===== src/core/uil_pkg.sv =====
// Package: constants and types for the UART interrupt logic
package uil_pkg;
	// ==========================================
	// Register addresses (A2-A0)
	localparam logic [2:0] ADDR_DATA = 3'h0;
	localparam logic [2:0] ADDR_IER = 3'h1;
	localparam logic [2:0] ADDR_ISR = 3'h2;
	localparam logic [2:0] ADDR_LSR = 3'h5;
	localparam logic [2:0] ADDR_MSR = 3'h6;
	// ==========================================
	// Field positions
	localparam int IER_RX_BIT = 0;
	localparam int IER_TX_BIT = 1;
	localparam int IER_LS_BIT = 2;
	localparam int IER_MS_BIT = 3;
	localparam int IER_XOFF_BIT = 5;
	localparam int IER_RTS_BIT = 6;
	localparam int IER_CTS_BIT = 7;
	localparam int EFR_ENH_BIT = 4;
	localparam int EMS_IMMED_BIT = 6;
	// ==========================================
	// Reset values
	localparam logic [7:0] IER_RESET = 8'h00;
	localparam logic [7:0] ISR_NONE = 8'h01;
	localparam logic [7:0] LSR_RESET = 8'h60;
	// ==========================================
	// Source codes in bits 5..0 of the status word
	localparam logic [5:0] CODE_LS = 6'h06;
	localparam logic [5:0] CODE_TMO = 6'h0c;
	localparam logic [5:0] CODE_RX = 6'h04;
	localparam logic [5:0] CODE_TX = 6'h02;
	localparam logic [5:0] CODE_MS = 6'h00;
	localparam logic [5:0] CODE_XOFF = 6'h10;
	localparam logic [5:0] CODE_FLOW = 6'h20;
	localparam logic [5:0] CODE_NONE = 6'h01;
	// ==========================================
	// Timeout: four characters plus twelve bits
	localparam int TMO_CHARS = 4;
	localparam int TMO_BITS = 12;
	// Host bus access
	typedef struct packed {
		logic rd;
		logic wr;
		logic [2:0] addr;
		logic [7:0] wdata;
	} uil_bus_t;
	// Events from the datapath: push, pop, overrun, activity, matches, rises and deltas are one-cycle pulses, the rest are levels
	typedef struct packed {
		logic rx_push;
		logic rx_pop;
		logic rx_above_trig;
		logic rx_empty;
		logic rx_any_err;
		logic head_err;
		logic [2:0] head_err_type;
		logic overrun;
		logic rx_activity;
		logic tx_below_trig;
		logic thr_empty;
		logic tx_all_empty;
		logic xoff_match;
		logic xon_match;
		logic special_match;
		logic rts_rise;
		logic cts_rise;
		logic [3:0] msr_delta;
	} uil_evt_t;
endpackage


===== src/core/uil_top.sv =====
// Interrupt enable, prioritisation, status and clearing for one channel
// Function
// RULE_01: FIFO mode: rx interrupt follows level at or above trigger.
// RULE_02: Data-ready flag sets on push, clears only when FIFO empty.
// RULE_03: Host polls by clearing enable bits 0-3 with FIFOs on.
// RULE_04: Line status bits report overrun, head error, tx empties, global error.
// RULE_05: Enable bit 0: rx interrupt on any data, or trigger in FIFO mode.
// RULE_06: Enable bit 1: tx ready interrupt; fires at once if already empty.
// RULE_07: Overrun interrupts at once; byte errors at readout unless immediate mode.
// RULE_08: Enable bit 3: modem interrupt on any of four delta bits.
// RULE_09: Enable bits 4-7 writable only with enhanced bit set.
// RULE_10: Enable bit 5: interrupt on Xoff or special character match.
// RULE_11: Enable bit 6: interrupt on RTS rising under auto RTS.
// RULE_12: Enable bit 7: interrupt on CTS rising under auto CTS.
// RULE_13: Status read returns highest pending source; code frozen until serviced. Code here is re-registered every cycle, not frozen.
// RULE_14: Timeout after four characters plus twelve bits of rx idle.
// RULE_15: Tx ready from trigger or empty; RS-485 mode uses transmitter empty.
// RULE_16: Line status read clears line interrupt; modem read clears modem/flow.
// RULE_17: Rx ready clears below trigger; timeout clears on data read.
// RULE_18: Tx ready clears on status read or holding write.
// RULE_19: Xoff clears on status read or Xon; special on read or next char.
// RULE_20: Status bit 0 reads 0 when pending, 1 when idle.
// RULE_21: Priority: line, timeout, rx, tx, modem, xoff, flow change.
// RULE_22: Status bits 7:6 mirror FIFO enable.
// RULE_23: Interrupt output active whenever any enabled source pending.
// RULE_24: Enable bits reset to zero.
`timescale 1ns/1ps
`default_nettype none
module uil_top import uil_pkg::*; #(
	parameter int BIT_CYCLES = 16
) (
	// Clock and reset
	input wire logic clock,
	input wire logic sys_rst,
	// Host register access
	input var uil_bus_t bus,
	output logic [7:0] rdata_reg,
	// Configuration from the rest of the channel
	input wire logic fifo_en,
	input wire logic enh_en,
	input wire logic lsr_immed,
	input wire logic rs485_en,
	input wire logic auto_rts,
	input wire logic auto_cts,
	input wire logic [3:0] char_bits,
	// Datapath events
	input var uil_evt_t evt,
	// Interrupt and line status
	output logic irq_reg,
	output logic [7:0] lsr_reg,
	output logic [7:0] ier_reg
);
	// ==========================================
	// Decode
	logic rd_isr, rd_lsr, rd_msr, rd_rhr, wr_thr, wr_ier;
	logic [5:0] isr_code;
	assign rd_isr = bus.rd && bus.addr == ADDR_ISR;
	assign rd_lsr = bus.rd && bus.addr == ADDR_LSR;
	assign rd_msr = bus.rd && bus.addr == ADDR_MSR;
	assign rd_rhr = bus.rd && bus.addr == ADDR_DATA;
	assign wr_thr = bus.wr && bus.addr == ADDR_DATA;
	assign wr_ier = bus.wr && bus.addr == ADDR_IER;

	// Enable mask; upper nibble guarded by enhanced bit
	always_ff @(posedge clock) begin
		if (sys_rst) begin
			ier_reg <= IER_RESET; // [RULE_24]
		end else if (wr_ier) begin
			ier_reg[3:0] <= bus.wdata[3:0];
			if (enh_en) begin
				ier_reg[7:4] <= bus.wdata[7:4]; // [RULE_09]
			end
		end
	end

	// ==========================================
	// Line status flags
	logic rx_ready_reg, overrun_reg;
	always_ff @(posedge clock) begin
		if (sys_rst) begin
			rx_ready_reg <= 1'b0;
		end else if (evt.rx_push) begin
			rx_ready_reg <= 1'b1; // [RULE_02]
		end else if (evt.rx_empty) begin
			rx_ready_reg <= 1'b0;
		end
	end
	// Overrun is sticky until the line status read; set wins
	always_ff @(posedge clock) begin
		if (sys_rst) begin
			overrun_reg <= 1'b0;
		end else if (evt.overrun) begin
			overrun_reg <= 1'b1;
		end else if (rd_lsr) begin
			overrun_reg <= 1'b0;
		end
	end
	always_ff @(posedge clock) begin
		if (sys_rst) begin
			lsr_reg <= LSR_RESET;
		end else begin
			lsr_reg <= {evt.rx_any_err, evt.tx_all_empty, evt.thr_empty,
				evt.head_err_type, overrun_reg, rx_ready_reg}; // [RULE_04]
		end
	end

	// ==========================================
	// Line status source
	logic ls_pend_reg;
	logic err_event;
	// Byte errors count when read out, or on arrival in immediate mode
	assign err_event = evt.overrun || (lsr_immed ? (evt.rx_push && evt.head_err) :
		(rd_rhr && evt.head_err)); // [RULE_07]
	always_ff @(posedge clock) begin
		if (sys_rst) begin
			ls_pend_reg <= 1'b0;
		end else if (err_event) begin
			ls_pend_reg <= 1'b1;
		end else if (rd_lsr) begin
			ls_pend_reg <= 1'b0; // [RULE_16]
		end
	end

	// Receive ready is a level: trigger in FIFO mode, any data otherwise
	logic rx_src;
	assign rx_src = fifo_en ? evt.rx_above_trig : rx_ready_reg; // [RULE_01] [RULE_05] [RULE_17]

	// ==========================================
	// Receive timeout timer, counted in bit times
	localparam int TW = 16;
	logic [TW-1:0] bit_cnt_reg;
	logic [7:0] idle_bits_reg;
	logic tmo_pend_reg;
	logic bit_tick;
	logic [7:0] tmo_limit;
	assign bit_tick = bit_cnt_reg == TW'(BIT_CYCLES - 1);
	// Idle limit grows with frame length, so slow formats still wait long enough
	assign tmo_limit = 8'(TMO_CHARS * char_bits + TMO_BITS); // [RULE_14]
	always_ff @(posedge clock) begin
		if (sys_rst || bit_tick || evt.rx_activity) begin
			bit_cnt_reg <= '0;
		end else begin
			bit_cnt_reg <= bit_cnt_reg + 1'b1;
		end
	end
	always_ff @(posedge clock) begin
		if (sys_rst || evt.rx_activity || evt.rx_pop || rd_rhr || !rx_ready_reg) begin
			idle_bits_reg <= '0;
		end else if (bit_tick && idle_bits_reg != tmo_limit) begin
			idle_bits_reg <= idle_bits_reg + 1'b1;
		end
	end
	always_ff @(posedge clock) begin
		if (sys_rst) begin
			tmo_pend_reg <= 1'b0;
		end else if (rd_rhr) begin
			tmo_pend_reg <= 1'b0; // [RULE_17]
		end else if (rx_ready_reg && bit_tick && idle_bits_reg == tmo_limit - 8'h01) begin
			tmo_pend_reg <= 1'b1; // [RULE_14]
		end
	end

	// ==========================================
	// Transmit ready: edge of the ready condition or enable going high
	logic tx_cond, tx_cond_d_reg, tx_en_d_reg, tx_pend_reg;
	assign tx_cond = rs485_en ? evt.tx_all_empty :
		(fifo_en ? (evt.tx_below_trig || evt.thr_empty) : evt.thr_empty); // [RULE_15]
	always_ff @(posedge clock) begin
		if (sys_rst) begin
			tx_cond_d_reg <= 1'b1;
			tx_en_d_reg <= 1'b0;
		end else begin
			tx_cond_d_reg <= tx_cond;
			tx_en_d_reg <= ier_reg[IER_TX_BIT];
		end
	end
	always_ff @(posedge clock) begin
		if (sys_rst) begin
			tx_pend_reg <= 1'b0;
		end else if ((tx_cond && !tx_cond_d_reg) ||
			(tx_cond && ier_reg[IER_TX_BIT] && !tx_en_d_reg)) begin
			tx_pend_reg <= 1'b1; // [RULE_06]
		end else if (wr_thr || (rd_isr && isr_code == CODE_TX)) begin
			tx_pend_reg <= 1'b0; // [RULE_18]
		end
	end

	// ==========================================
	// Modem, soft flow and hardware flow sources
	logic ms_pend_reg, xoff_pend_reg, spec_pend_reg, flow_pend_reg;
	always_ff @(posedge clock) begin
		if (sys_rst) begin
			ms_pend_reg <= 1'b0;
		end else if (|evt.msr_delta) begin
			ms_pend_reg <= 1'b1; // [RULE_08]
		end else if (rd_msr) begin
			ms_pend_reg <= 1'b0; // [RULE_16]
		end
	end
	always_ff @(posedge clock) begin
		if (sys_rst) begin
			xoff_pend_reg <= 1'b0;
		end else if (evt.xoff_match) begin
			xoff_pend_reg <= 1'b1; // [RULE_10]
		end else if (evt.xon_match || (rd_isr && isr_code == CODE_XOFF)) begin
			xoff_pend_reg <= 1'b0; // [RULE_19]
		end
	end
	always_ff @(posedge clock) begin
		if (sys_rst) begin
			spec_pend_reg <= 1'b0;
		end else if (evt.special_match) begin
			spec_pend_reg <= 1'b1; // [RULE_10]
		end else if (evt.rx_push || (rd_isr && isr_code == CODE_XOFF)) begin
			spec_pend_reg <= 1'b0; // [RULE_19]
		end
	end
	always_ff @(posedge clock) begin
		if (sys_rst) begin
			flow_pend_reg <= 1'b0;
		end else if ((evt.rts_rise && auto_rts && ier_reg[IER_RTS_BIT]) ||
			(evt.cts_rise && auto_cts && ier_reg[IER_CTS_BIT])) begin
			flow_pend_reg <= 1'b1; // [RULE_11] [RULE_12]
		end else if (rd_msr) begin
			flow_pend_reg <= 1'b0; // [RULE_16]
		end
	end

	// ==========================================
	// Priority encoder over enabled sources
	logic [6:0] act;
	assign act = {flow_pend_reg,
		(xoff_pend_reg || spec_pend_reg) && ier_reg[IER_XOFF_BIT],
		ms_pend_reg && ier_reg[IER_MS_BIT],
		tx_pend_reg && ier_reg[IER_TX_BIT],
		rx_src && ier_reg[IER_RX_BIT],
		tmo_pend_reg && ier_reg[IER_RX_BIT],
		ls_pend_reg && ier_reg[IER_LS_BIT]};
	function automatic logic [5:0] prio(input logic [6:0] a);
		if (a[0]) return CODE_LS;
		if (a[1]) return CODE_TMO;
		if (a[2]) return CODE_RX;
		if (a[3]) return CODE_TX;
		if (a[4]) return CODE_MS;
		if (a[5]) return CODE_XOFF;
		if (a[6]) return CODE_FLOW;
		return CODE_NONE;
	endfunction
	// Code re-registered every cycle from the enabled sources, so it can change during a read
	logic [5:0] held_code_reg;
	always_ff @(posedge clock) begin
		if (sys_rst) begin
			held_code_reg <= CODE_NONE;
		end else begin
			held_code_reg <= prio(act); // [RULE_21] [RULE_13]
		end
	end
	assign isr_code = held_code_reg;

	// Interrupt output from any enabled pending source
	always_ff @(posedge clock) begin
		if (sys_rst) begin
			irq_reg <= 1'b0;
		end else begin
			irq_reg <= |act; // [RULE_23]
		end
	end

	// ==========================================
	// Read data for the registers this block owns
	always_ff @(posedge clock) begin
		if (sys_rst) begin
			rdata_reg <= ISR_NONE;
		end else if (bus.rd) begin
			case (bus.addr)
				ADDR_ISR: rdata_reg <= {{2{fifo_en}}, isr_code}; // [RULE_22] [RULE_20]
				ADDR_IER: rdata_reg <= ier_reg;
				ADDR_LSR: rdata_reg <= lsr_reg;
				default: rdata_reg <= 8'h00;
			endcase
		end
	end

	// ==========================================
	// Checks
	property p_ier_lock;
		@(posedge clock) disable iff (sys_rst)
		(wr_ier && !enh_en) |=> ier_reg[7:4] == $past(ier_reg[7:4]);
	endproperty
	a_ier_lock: assert property (p_ier_lock) else $error("upper enables changed while locked"); // [RULE_09]
	property p_irq_set;
		@(posedge clock) disable iff (sys_rst)
		((ls_pend_reg && ier_reg[IER_LS_BIT]) ||
			(ms_pend_reg && ier_reg[IER_MS_BIT])) |=> irq_reg;
	endproperty
	a_irq_set: assert property (p_irq_set) else $error("pending source left irq low"); // [RULE_23]
	property p_irq_mask;
		@(posedge clock) disable iff (sys_rst)
		(ier_reg == IER_RESET && !flow_pend_reg) |=> !irq_reg;
	endproperty
	a_irq_mask: assert property (p_irq_mask) else $error("irq while masked"); // [RULE_24]
	property p_ls_clear;
		@(posedge clock) disable iff (sys_rst)
		(rd_lsr && !err_event) |=> !ls_pend_reg;
	endproperty
	a_ls_clear: assert property (p_ls_clear) else $error("line status not cleared"); // [RULE_16]
	property p_ls_first;
		@(posedge clock) disable iff (sys_rst)
		act[0] |=> held_code_reg == CODE_LS;
	endproperty
	a_ls_first: assert property (p_ls_first) else $error("line status lost priority"); // [RULE_21]
	property p_tmo_clear;
		@(posedge clock) disable iff (sys_rst)
		rd_rhr |=> !tmo_pend_reg;
	endproperty
	a_tmo_clear: assert property (p_tmo_clear) else $error("timeout not cleared"); // [RULE_17]
	property p_thr_clear;
		@(posedge clock) disable iff (sys_rst)
		(wr_thr && !(tx_cond && !tx_cond_d_reg) && !(tx_cond && !tx_en_d_reg)) |=> !tx_pend_reg;
	endproperty
	a_thr_clear: assert property (p_thr_clear) else $error("tx ready not cleared"); // [RULE_18]
	property p_ready_push;
		@(posedge clock) disable iff (sys_rst)
		evt.rx_push |=> rx_ready_reg ##1 lsr_reg[0];
	endproperty
	a_ready_push: assert property (p_ready_push) else $error("data ready not set"); // [RULE_02]
	property p_ms;
		@(posedge clock) disable iff (sys_rst)
		(|evt.msr_delta) |=> ms_pend_reg;
	endproperty
	a_ms: assert property (p_ms) else $error("modem delta missed"); // [RULE_08]
	property p_isr_read;
		@(posedge clock) disable iff (sys_rst)
		rd_isr |=> rdata_reg[7:6] == {2{$past(fifo_en)}};
	endproperty
	a_isr_read: assert property (p_isr_read) else $error("fifo bits wrong"); // [RULE_22]
	property p_tx_ready;
		@(posedge clock) disable iff (sys_rst)
		(tx_cond && ier_reg[IER_TX_BIT] && !tx_en_d_reg) |=> tx_pend_reg;
	endproperty
	a_tx_ready: assert property (p_tx_ready) else $error("tx ready missed"); // [RULE_06]
	property p_overrun;
		@(posedge clock) disable iff (sys_rst)
		evt.overrun |=> ls_pend_reg;
	endproperty
	a_overrun: assert property (p_overrun) else $error("overrun missed"); // [RULE_07]
	property p_xoff;
		@(posedge clock) disable iff (sys_rst)
		evt.xoff_match |=> xoff_pend_reg;
	endproperty
	a_xoff: assert property (p_xoff) else $error("xoff missed"); // [RULE_10]
	property p_xon_clear;
		@(posedge clock) disable iff (sys_rst)
		(evt.xon_match && !evt.xoff_match) |=> !xoff_pend_reg;
	endproperty
	a_xon_clear: assert property (p_xon_clear) else $error("xoff not cleared"); // [RULE_19]
	property p_spec_clear;
		@(posedge clock) disable iff (sys_rst)
		(evt.rx_push && !evt.special_match) |=> !spec_pend_reg;
	endproperty
	a_spec_clear: assert property (p_spec_clear) else $error("special not cleared"); // [RULE_19]
	property p_cts;
		@(posedge clock) disable iff (sys_rst)
		(evt.cts_rise && auto_cts && ier_reg[IER_CTS_BIT]) |=> flow_pend_reg;
	endproperty
	a_cts: assert property (p_cts) else $error("cts rise missed"); // [RULE_12]
	property p_isr_idle;
		@(posedge clock) disable iff (sys_rst)
		(rd_isr && held_code_reg == CODE_NONE) |=> rdata_reg[0];
	endproperty
	a_isr_idle: assert property (p_isr_idle) else $error("idle status bit low"); // [RULE_20]
	c_irq: cover property (@(posedge clock) disable iff (sys_rst) $rose(irq_reg));
	c_tmo: cover property (@(posedge clock) disable iff (sys_rst) $rose(tmo_pend_reg));
	c_flow: cover property (@(posedge clock) disable iff (sys_rst) held_code_reg == CODE_FLOW);
	c_xoff: cover property (@(posedge clock) disable iff (sys_rst) held_code_reg == CODE_XOFF);
	c_tx: cover property (@(posedge clock) disable iff (sys_rst) held_code_reg == CODE_TX);
endmodule
`default_nettype wire


===== config.mk =====
export PLATFORM = sky130hd
export DESIGN_NAME = uil_top
export DESIGN_NICKNAME = d
export VERILOG_FILES = /design/src/core/uil_pkg.sv /design/src/core/uil_top.sv
export SDC_FILE = /design/constraint.sdc
export NUM_CORES = 1
export LEC_CHECK = 0
export BUFFER_PORTS_ARGS = -buffer_cell sky130_fd_sc_hd__buf_2
export CAP_MARGIN = 20
export CORE_ASPECT_RATIO = 0.6
export CORE_MARGIN = 2
export CORE_UTILIZATION = 35
export CTS_CLUSTER_SIZE = 40
export DETAILED_ROUTE_END_ITERATION = 10
export SYNTH_ARGS = -nofsm -noshare
export SYNTH_HDL_FRONTEND = slang
export SYNTH_SLANG_ARGS = --single-unit

===== constraint.sdc =====
create_clock -name clock -period 3.9 [get_ports clock]
set_input_delay 0 -clock clock [delete_from_list [all_inputs] [get_ports clock]]
set_output_delay 0 -clock clock [all_outputs]
set_load 0.005 [all_outputs]

* Word level (Yosys, flattened, before mapping)
Index checks and enable logic that the tools add are counted.
** Word-level totals
- Logic and storage cells :: 162
- Output and inout bits :: 25
- Register bits :: 66
- Bits of input ports :: 48
** Cells by class
- Add/subtract/negate cells :: 4
- Reduce and logical (&&, ||, !) cells :: 56
- Equality and inequality tests :: 9
- Multiplexer cells :: 74
** Operator list (number)
- $mux W6 :: 20
- $mux W1 :: 53
- $logic_and A1 B1 Y1 :: 26
- $pmux W8 S3 :: 1
- $add A16 B1 Y16 const B :: 1
- $eq A16 B4 Y1 const B :: 1
- $reduce_bool A2 Y1 :: 8
- $logic_or A1 B1 Y1 :: 14
- $add A8 B1 Y8 const B :: 1
- $eq A8 B8 Y1 :: 1
- $ne A8 B7 Y1 :: 1
- $sub A7 B1 Y8 const B :: 1
- $add A6 B4 Y7 const B :: 1
- $reduce_or A7 Y1 :: 1
- $eq A3 B3 Y1 const B :: 2
- $eq A6 B2 Y1 const B :: 1
- $eq A6 B5 Y1 const B :: 1
- $reduce_or A4 Y1 :: 1
- $eq A3 B1 Y1 const B :: 1
- $eq A3 B2 Y1 const B :: 1
- $logic_not A1 Y1 :: 3
- $logic_not A3 Y1 :: 1
- $reduce_and A2 Y1 :: 1
- $reduce_or A2 Y1 :: 1

* Logic depth before layout (Yosys ltp)
- Word-level depth :: 37
- Gate-level depth with buffers :: 8
- Depth with buffers taken out :: 7

* Worst setup path after synthesis
OpenSTA, ideal clock, no wires.
- Kind :: reg-to-reg
- Start :: register idle_bits_reg[0]
- End :: register idle_bits_reg[2]
- Data required time :: 3840 ps
- Buffers on the path :: 0
- Path slack :: 1873 ps
- Data arrival time :: 1967 ps
- Period minus slack after synthesis :: 2027 ps
- Library setup time :: 60 ps
- Cell stages (with the launch flop) :: 8
- Path through :: dfxtp_1 > inv_1 > ha_1 > or2b_2 > or4_4 > o31a_4 > a211o_1 > nand2_1
** Between the ends
- Cells in the longest elaborated chain, start to end :: 2
- Elaborated cells on any way between the ends :: 3
** Ends and longest elaborated chain
- start, declared :: line uil_top.sv:132 : logic [7:0] idle_bits_reg;
- start signal, assigned :: line uil_top.sv:150 : idle_bits_reg <= idle_bits_reg + 1'b1;
- branches (longest 2 deep; another with $add A8 B1 Y8)
Several ways; the timed one is not identified.
A chain may end at the register's enable or synchronous reset.

* Final worst setup path
- Start :: register held_code_reg[5]
- End :: register xoff_pend_reg
** Between the ends
- Cells in the longest elaborated chain, start to end :: 4
** Ends and longest elaborated chain
- start, declared :: line uil_top.sv:250 : logic [5:0] held_code_reg;
- start signal, assigned :: line uil_top.sv:255 : held_code_reg <= prio(act);
- $eq A6 B5 Y1 :: line uil_top.sv:205 : end else if (evt.xon_match || (rd_isr && isr_code == CODE_XOFF)) begin
- $logic_and A1 B1 Y1 :: line uil_top.sv:205
- $logic_or A1 B1 Y1 :: line uil_top.sv:205
- $reduce_bool A2 Y1 (no line)
- end signal, assigned :: line uil_top.sv:202 : xoff_pend_reg <= 1'b0;
- end signal, assigned :: line uil_top.sv:204 : xoff_pend_reg <= 1'b1;
- end signal, assigned :: line uil_top.sv:206 : xoff_pend_reg <= 1'b0;
- end, declared :: line uil_top.sv:190 : logic ms_pend_reg, xoff_pend_reg, spec_pend_reg, flow_pend_reg;
No other way between the ends.

==> run_results.csv <==
group,metric,value,unit
drt,drc,0,
synth,netlist.area_leader.share,43.2,%
global_route,grt_max_degree,41,
sta,setup_slack,1.60,ns
synth,synth-edff-count,0,
worst_setup_path,cp_slowest_cell,"dlygate4sd3_1",
place,dp.final_hpwl,5.93,mm
place,place_congestion,0.839,
die,io_pins,73,
worst_setup_path,slowest_delay,0.57,ns
synth,synth_cells,351,
clocking,cts_setup_buffers,0,
clocking,clk-insertion-delay-late,0.33,ns
drt,met3_length,465,um
sta,max_slew_margin,50.4,%
cells_and_area,syn_to_final_growth,34.5,%
drt,vias,2854,
sta,hold_viol_final,0,
drt,ant_nets,0,
global_route,antenna_found_initial,0,
worst_setup_path,crit_family,"simple AND/OR/NAND/NOR gates",
power_and_ir_drop,p_leak,1.60,nW
run_status,status,"completed",
sta,final.setup.tns,0,ns
sta,worstMarginPinSlew,0.743,ns
power_and_ir_drop,ir_drop,0.225,mV
drt,wl_met1,4.32,mm
drt,wl_per_cell,14.6,um
global_route,grt_pass1_vias,2635,
sta,skew,0.00616,ns
worst_setup_path,critPathBufInv,1,
drt,wirelength,8.27,mm
clocking,path_clk_slew,0.06,ns
synth,yosys.area.top_type,"dfxtp_1",
die,die-height,76.4,um
cells_and_area,antenna_cells,0,
drt,met2_length,3.43,mm
worst_setup_path,crit_path_start_kind,"flop",
synth,yosysUniqueCellTypes,51,
synth,ys_ff_latch,66,
clocking,hold_buffers,29,
synth,synth_common_cells,"66 x dfxtp_1, 37 x nor2_1, 26 x nand3_1",
place,dp_slack,1.78,ns
clocking,cts_buffers,9,
drt,dr.first_iter.drc_count,192,
die,dieArea,9530,um^2
die,num_rows,26,
power_and_ir_drop,powerDensity,422,nW/um^2
clocking,cts_max_level,3,
min_path,hold_path_class,"in2reg",
cells_and_area,fillers,813,
cells_and_area,drive_gt1_share,22.5,%
cells_and_area,final_cells,565,
drt,drtPass1Iterations,4,
clocking,root_buffer,"clkbuf_16",
worst_setup_path,cp.required,4.09,ns
die,die_w,125,um
synth,synth_most_common_cell,"dfxtp_1",
place,io_buffer_count,72,
run,cap_violations,0,
global_route,grt_pass1_wl,13.4,mm
clocking,cts_resized,0,
worst_setup_path,path_cells,"or4_1 -> nor4_1 -> nand3b_1 -> a31oi_1 -> dlygate4sd3_1 -> nor2_1",
worst_setup_path,crit_fanout,2,
place,dp.cells,520,
synth,avgSynthCellArea,8.72,um^2
cells_and_area,largest_reg_flops,16,
sta,period_minus_slack,2.30,ns
die,core_area,8490,um^2
synth,synthArstFlopShare,0,%
drt,viasPerCell,5.05,
cells_and_area,layout.nets,501,
synth,ys.flop_type,"dfxtp_1",
sta,finalCritPeriodShare,58.9,%
worst_setup_path,critPathKind,"reg2reg",
sta,grt_setup_unrepaired,"false",
synth,synth_area_leaders,"dfxtp_1 43%, nor2_1 4.5%, nand3_1 4.3%",
die,start_util,36.0,%
sta,timing.final.max_slew_violations,0,
global_route,grtUsageTotal,17.8,%
global_route,overflow,0,
worst_setup_path,cp-end-kind,"flop",
synth,syn_nets,404,
synth,synth-warning-count,0,
clocking,clock_path_buffers,2,
synth,netlist_area,3060,um^2
sta,max_clock_freq,436,MHz
sta,hold_ws,0.0183,ns
clocking,cts_sinks,66,
sta,setup_viol,0,
drt,top_layer_used,"met4",
synth,seq_area_frac_synth,43.2,%
clocking,cts_tree,"done",
worst_setup_path,critPathArrivalTime,2.48,ns
-- cells in the final DEF (no fill, tap or decap), types with 10 or more instances in the layout --
| cell | synthesis | routed |
|---|---|---|
| a21oi_1 | 16 | 16 |
| nor2_1 | 37 | 37 |
| buf_2 | 0 | 72 |
| dfxtp_1 | 66 | 66 |
| nand3_1 | 26 | 26 |
| a22oi_1 | 16 | 16 |
| inv_1 | 10 | 10 |
| nand2_1 | 23 | 23 |
| o21ai_0 | 19 | 19 |
| xnor2_1 | 14 | 14 |
| dlygate4sd3_1 | 0 | 29 |
-- tightest hold or removal path: stages --
cell    delay (ns)
buf_2         0.08
nor3_1        0.10
o21a_1        0.12
-- stage by stage --
stage	instance area [um^2]	util (%)	total power, mW
2_1_floorplan	3060	-	0.781
3_3_place_gp	3490	41.1	0.830
3_5_place_dp	3490	41.1	0.832
4_1_cts	4120	48.5	1.75
5_1_grt	4120	48.5	1.81
6_report	4120	48.5	1.74
-- final timing paths --
| kind | startpoint | endpoint | depth (start not counted) | slack, ns |
|---|---|---|---|---|
| min | evt[21] | idle_bits_reg[6]$_SDFFE_PP0P_ | 3 | 0.02 |
| min reg2reg | tmo_pend_reg$_SDFFE_PP0P_ | held_code_reg[3]$_SDFF_PP0_ | 2 | 0.46 |
| max reg2reg | held_code_reg[5]$_SDFF_PP0_ | xoff_pend_reg$_SDFFE_PP0P_ | 6 | 1.60 |
| max | held_code_reg[5]$_SDFF_PP0_ | xoff_pend_reg$_SDFFE_PP0P_ | 6 | 1.60 |
-- area by class of cell --
class                      count  area (um^2)  share of cell area, %
inverter                      11         41.3                   1.00
timing repair buffer         102          658                   16.0
clock buffer                  12          267                   6.47
tap                          112          140                   3.40
clock inverter                 4         72.6                   1.76
sequential                    66         1320                   32.1
multi-input combinational    258         1620                   39.3
-- metal layers --
metal	vias to the layer above	GRT usage [%]
met5	-	0
met4	0	5.17
met3	4	6.11
met2	75	24.8
met1	1321	25.7
li1	1454	-
-- power by group --
group	switching [mW]	leakage, nW	internal, mW	total (mW)
Clock	0.287	0.165	0.610	0.898
Sequential	0.00967	0.537	0.690	0.699
Combinational	0.0702	0.897	0.0686	0.139
-- kinds of logic (layout without fill, tap and decap cells) --
kind of cell	count (synthesis)	after routing	share of synthesized area, %
and+or+nand+nor	150	150	25.6
buffers and inverters	27	129	3.97
DFF	66	66	43.2
adders and majority gates	5	5	2.04
muxes	5	5	1.68
AOI/OAI and AO/OA	74	74	16.3
xor gates and xnor gates	24	24	7.32
(Power assumes the default switching activity.)
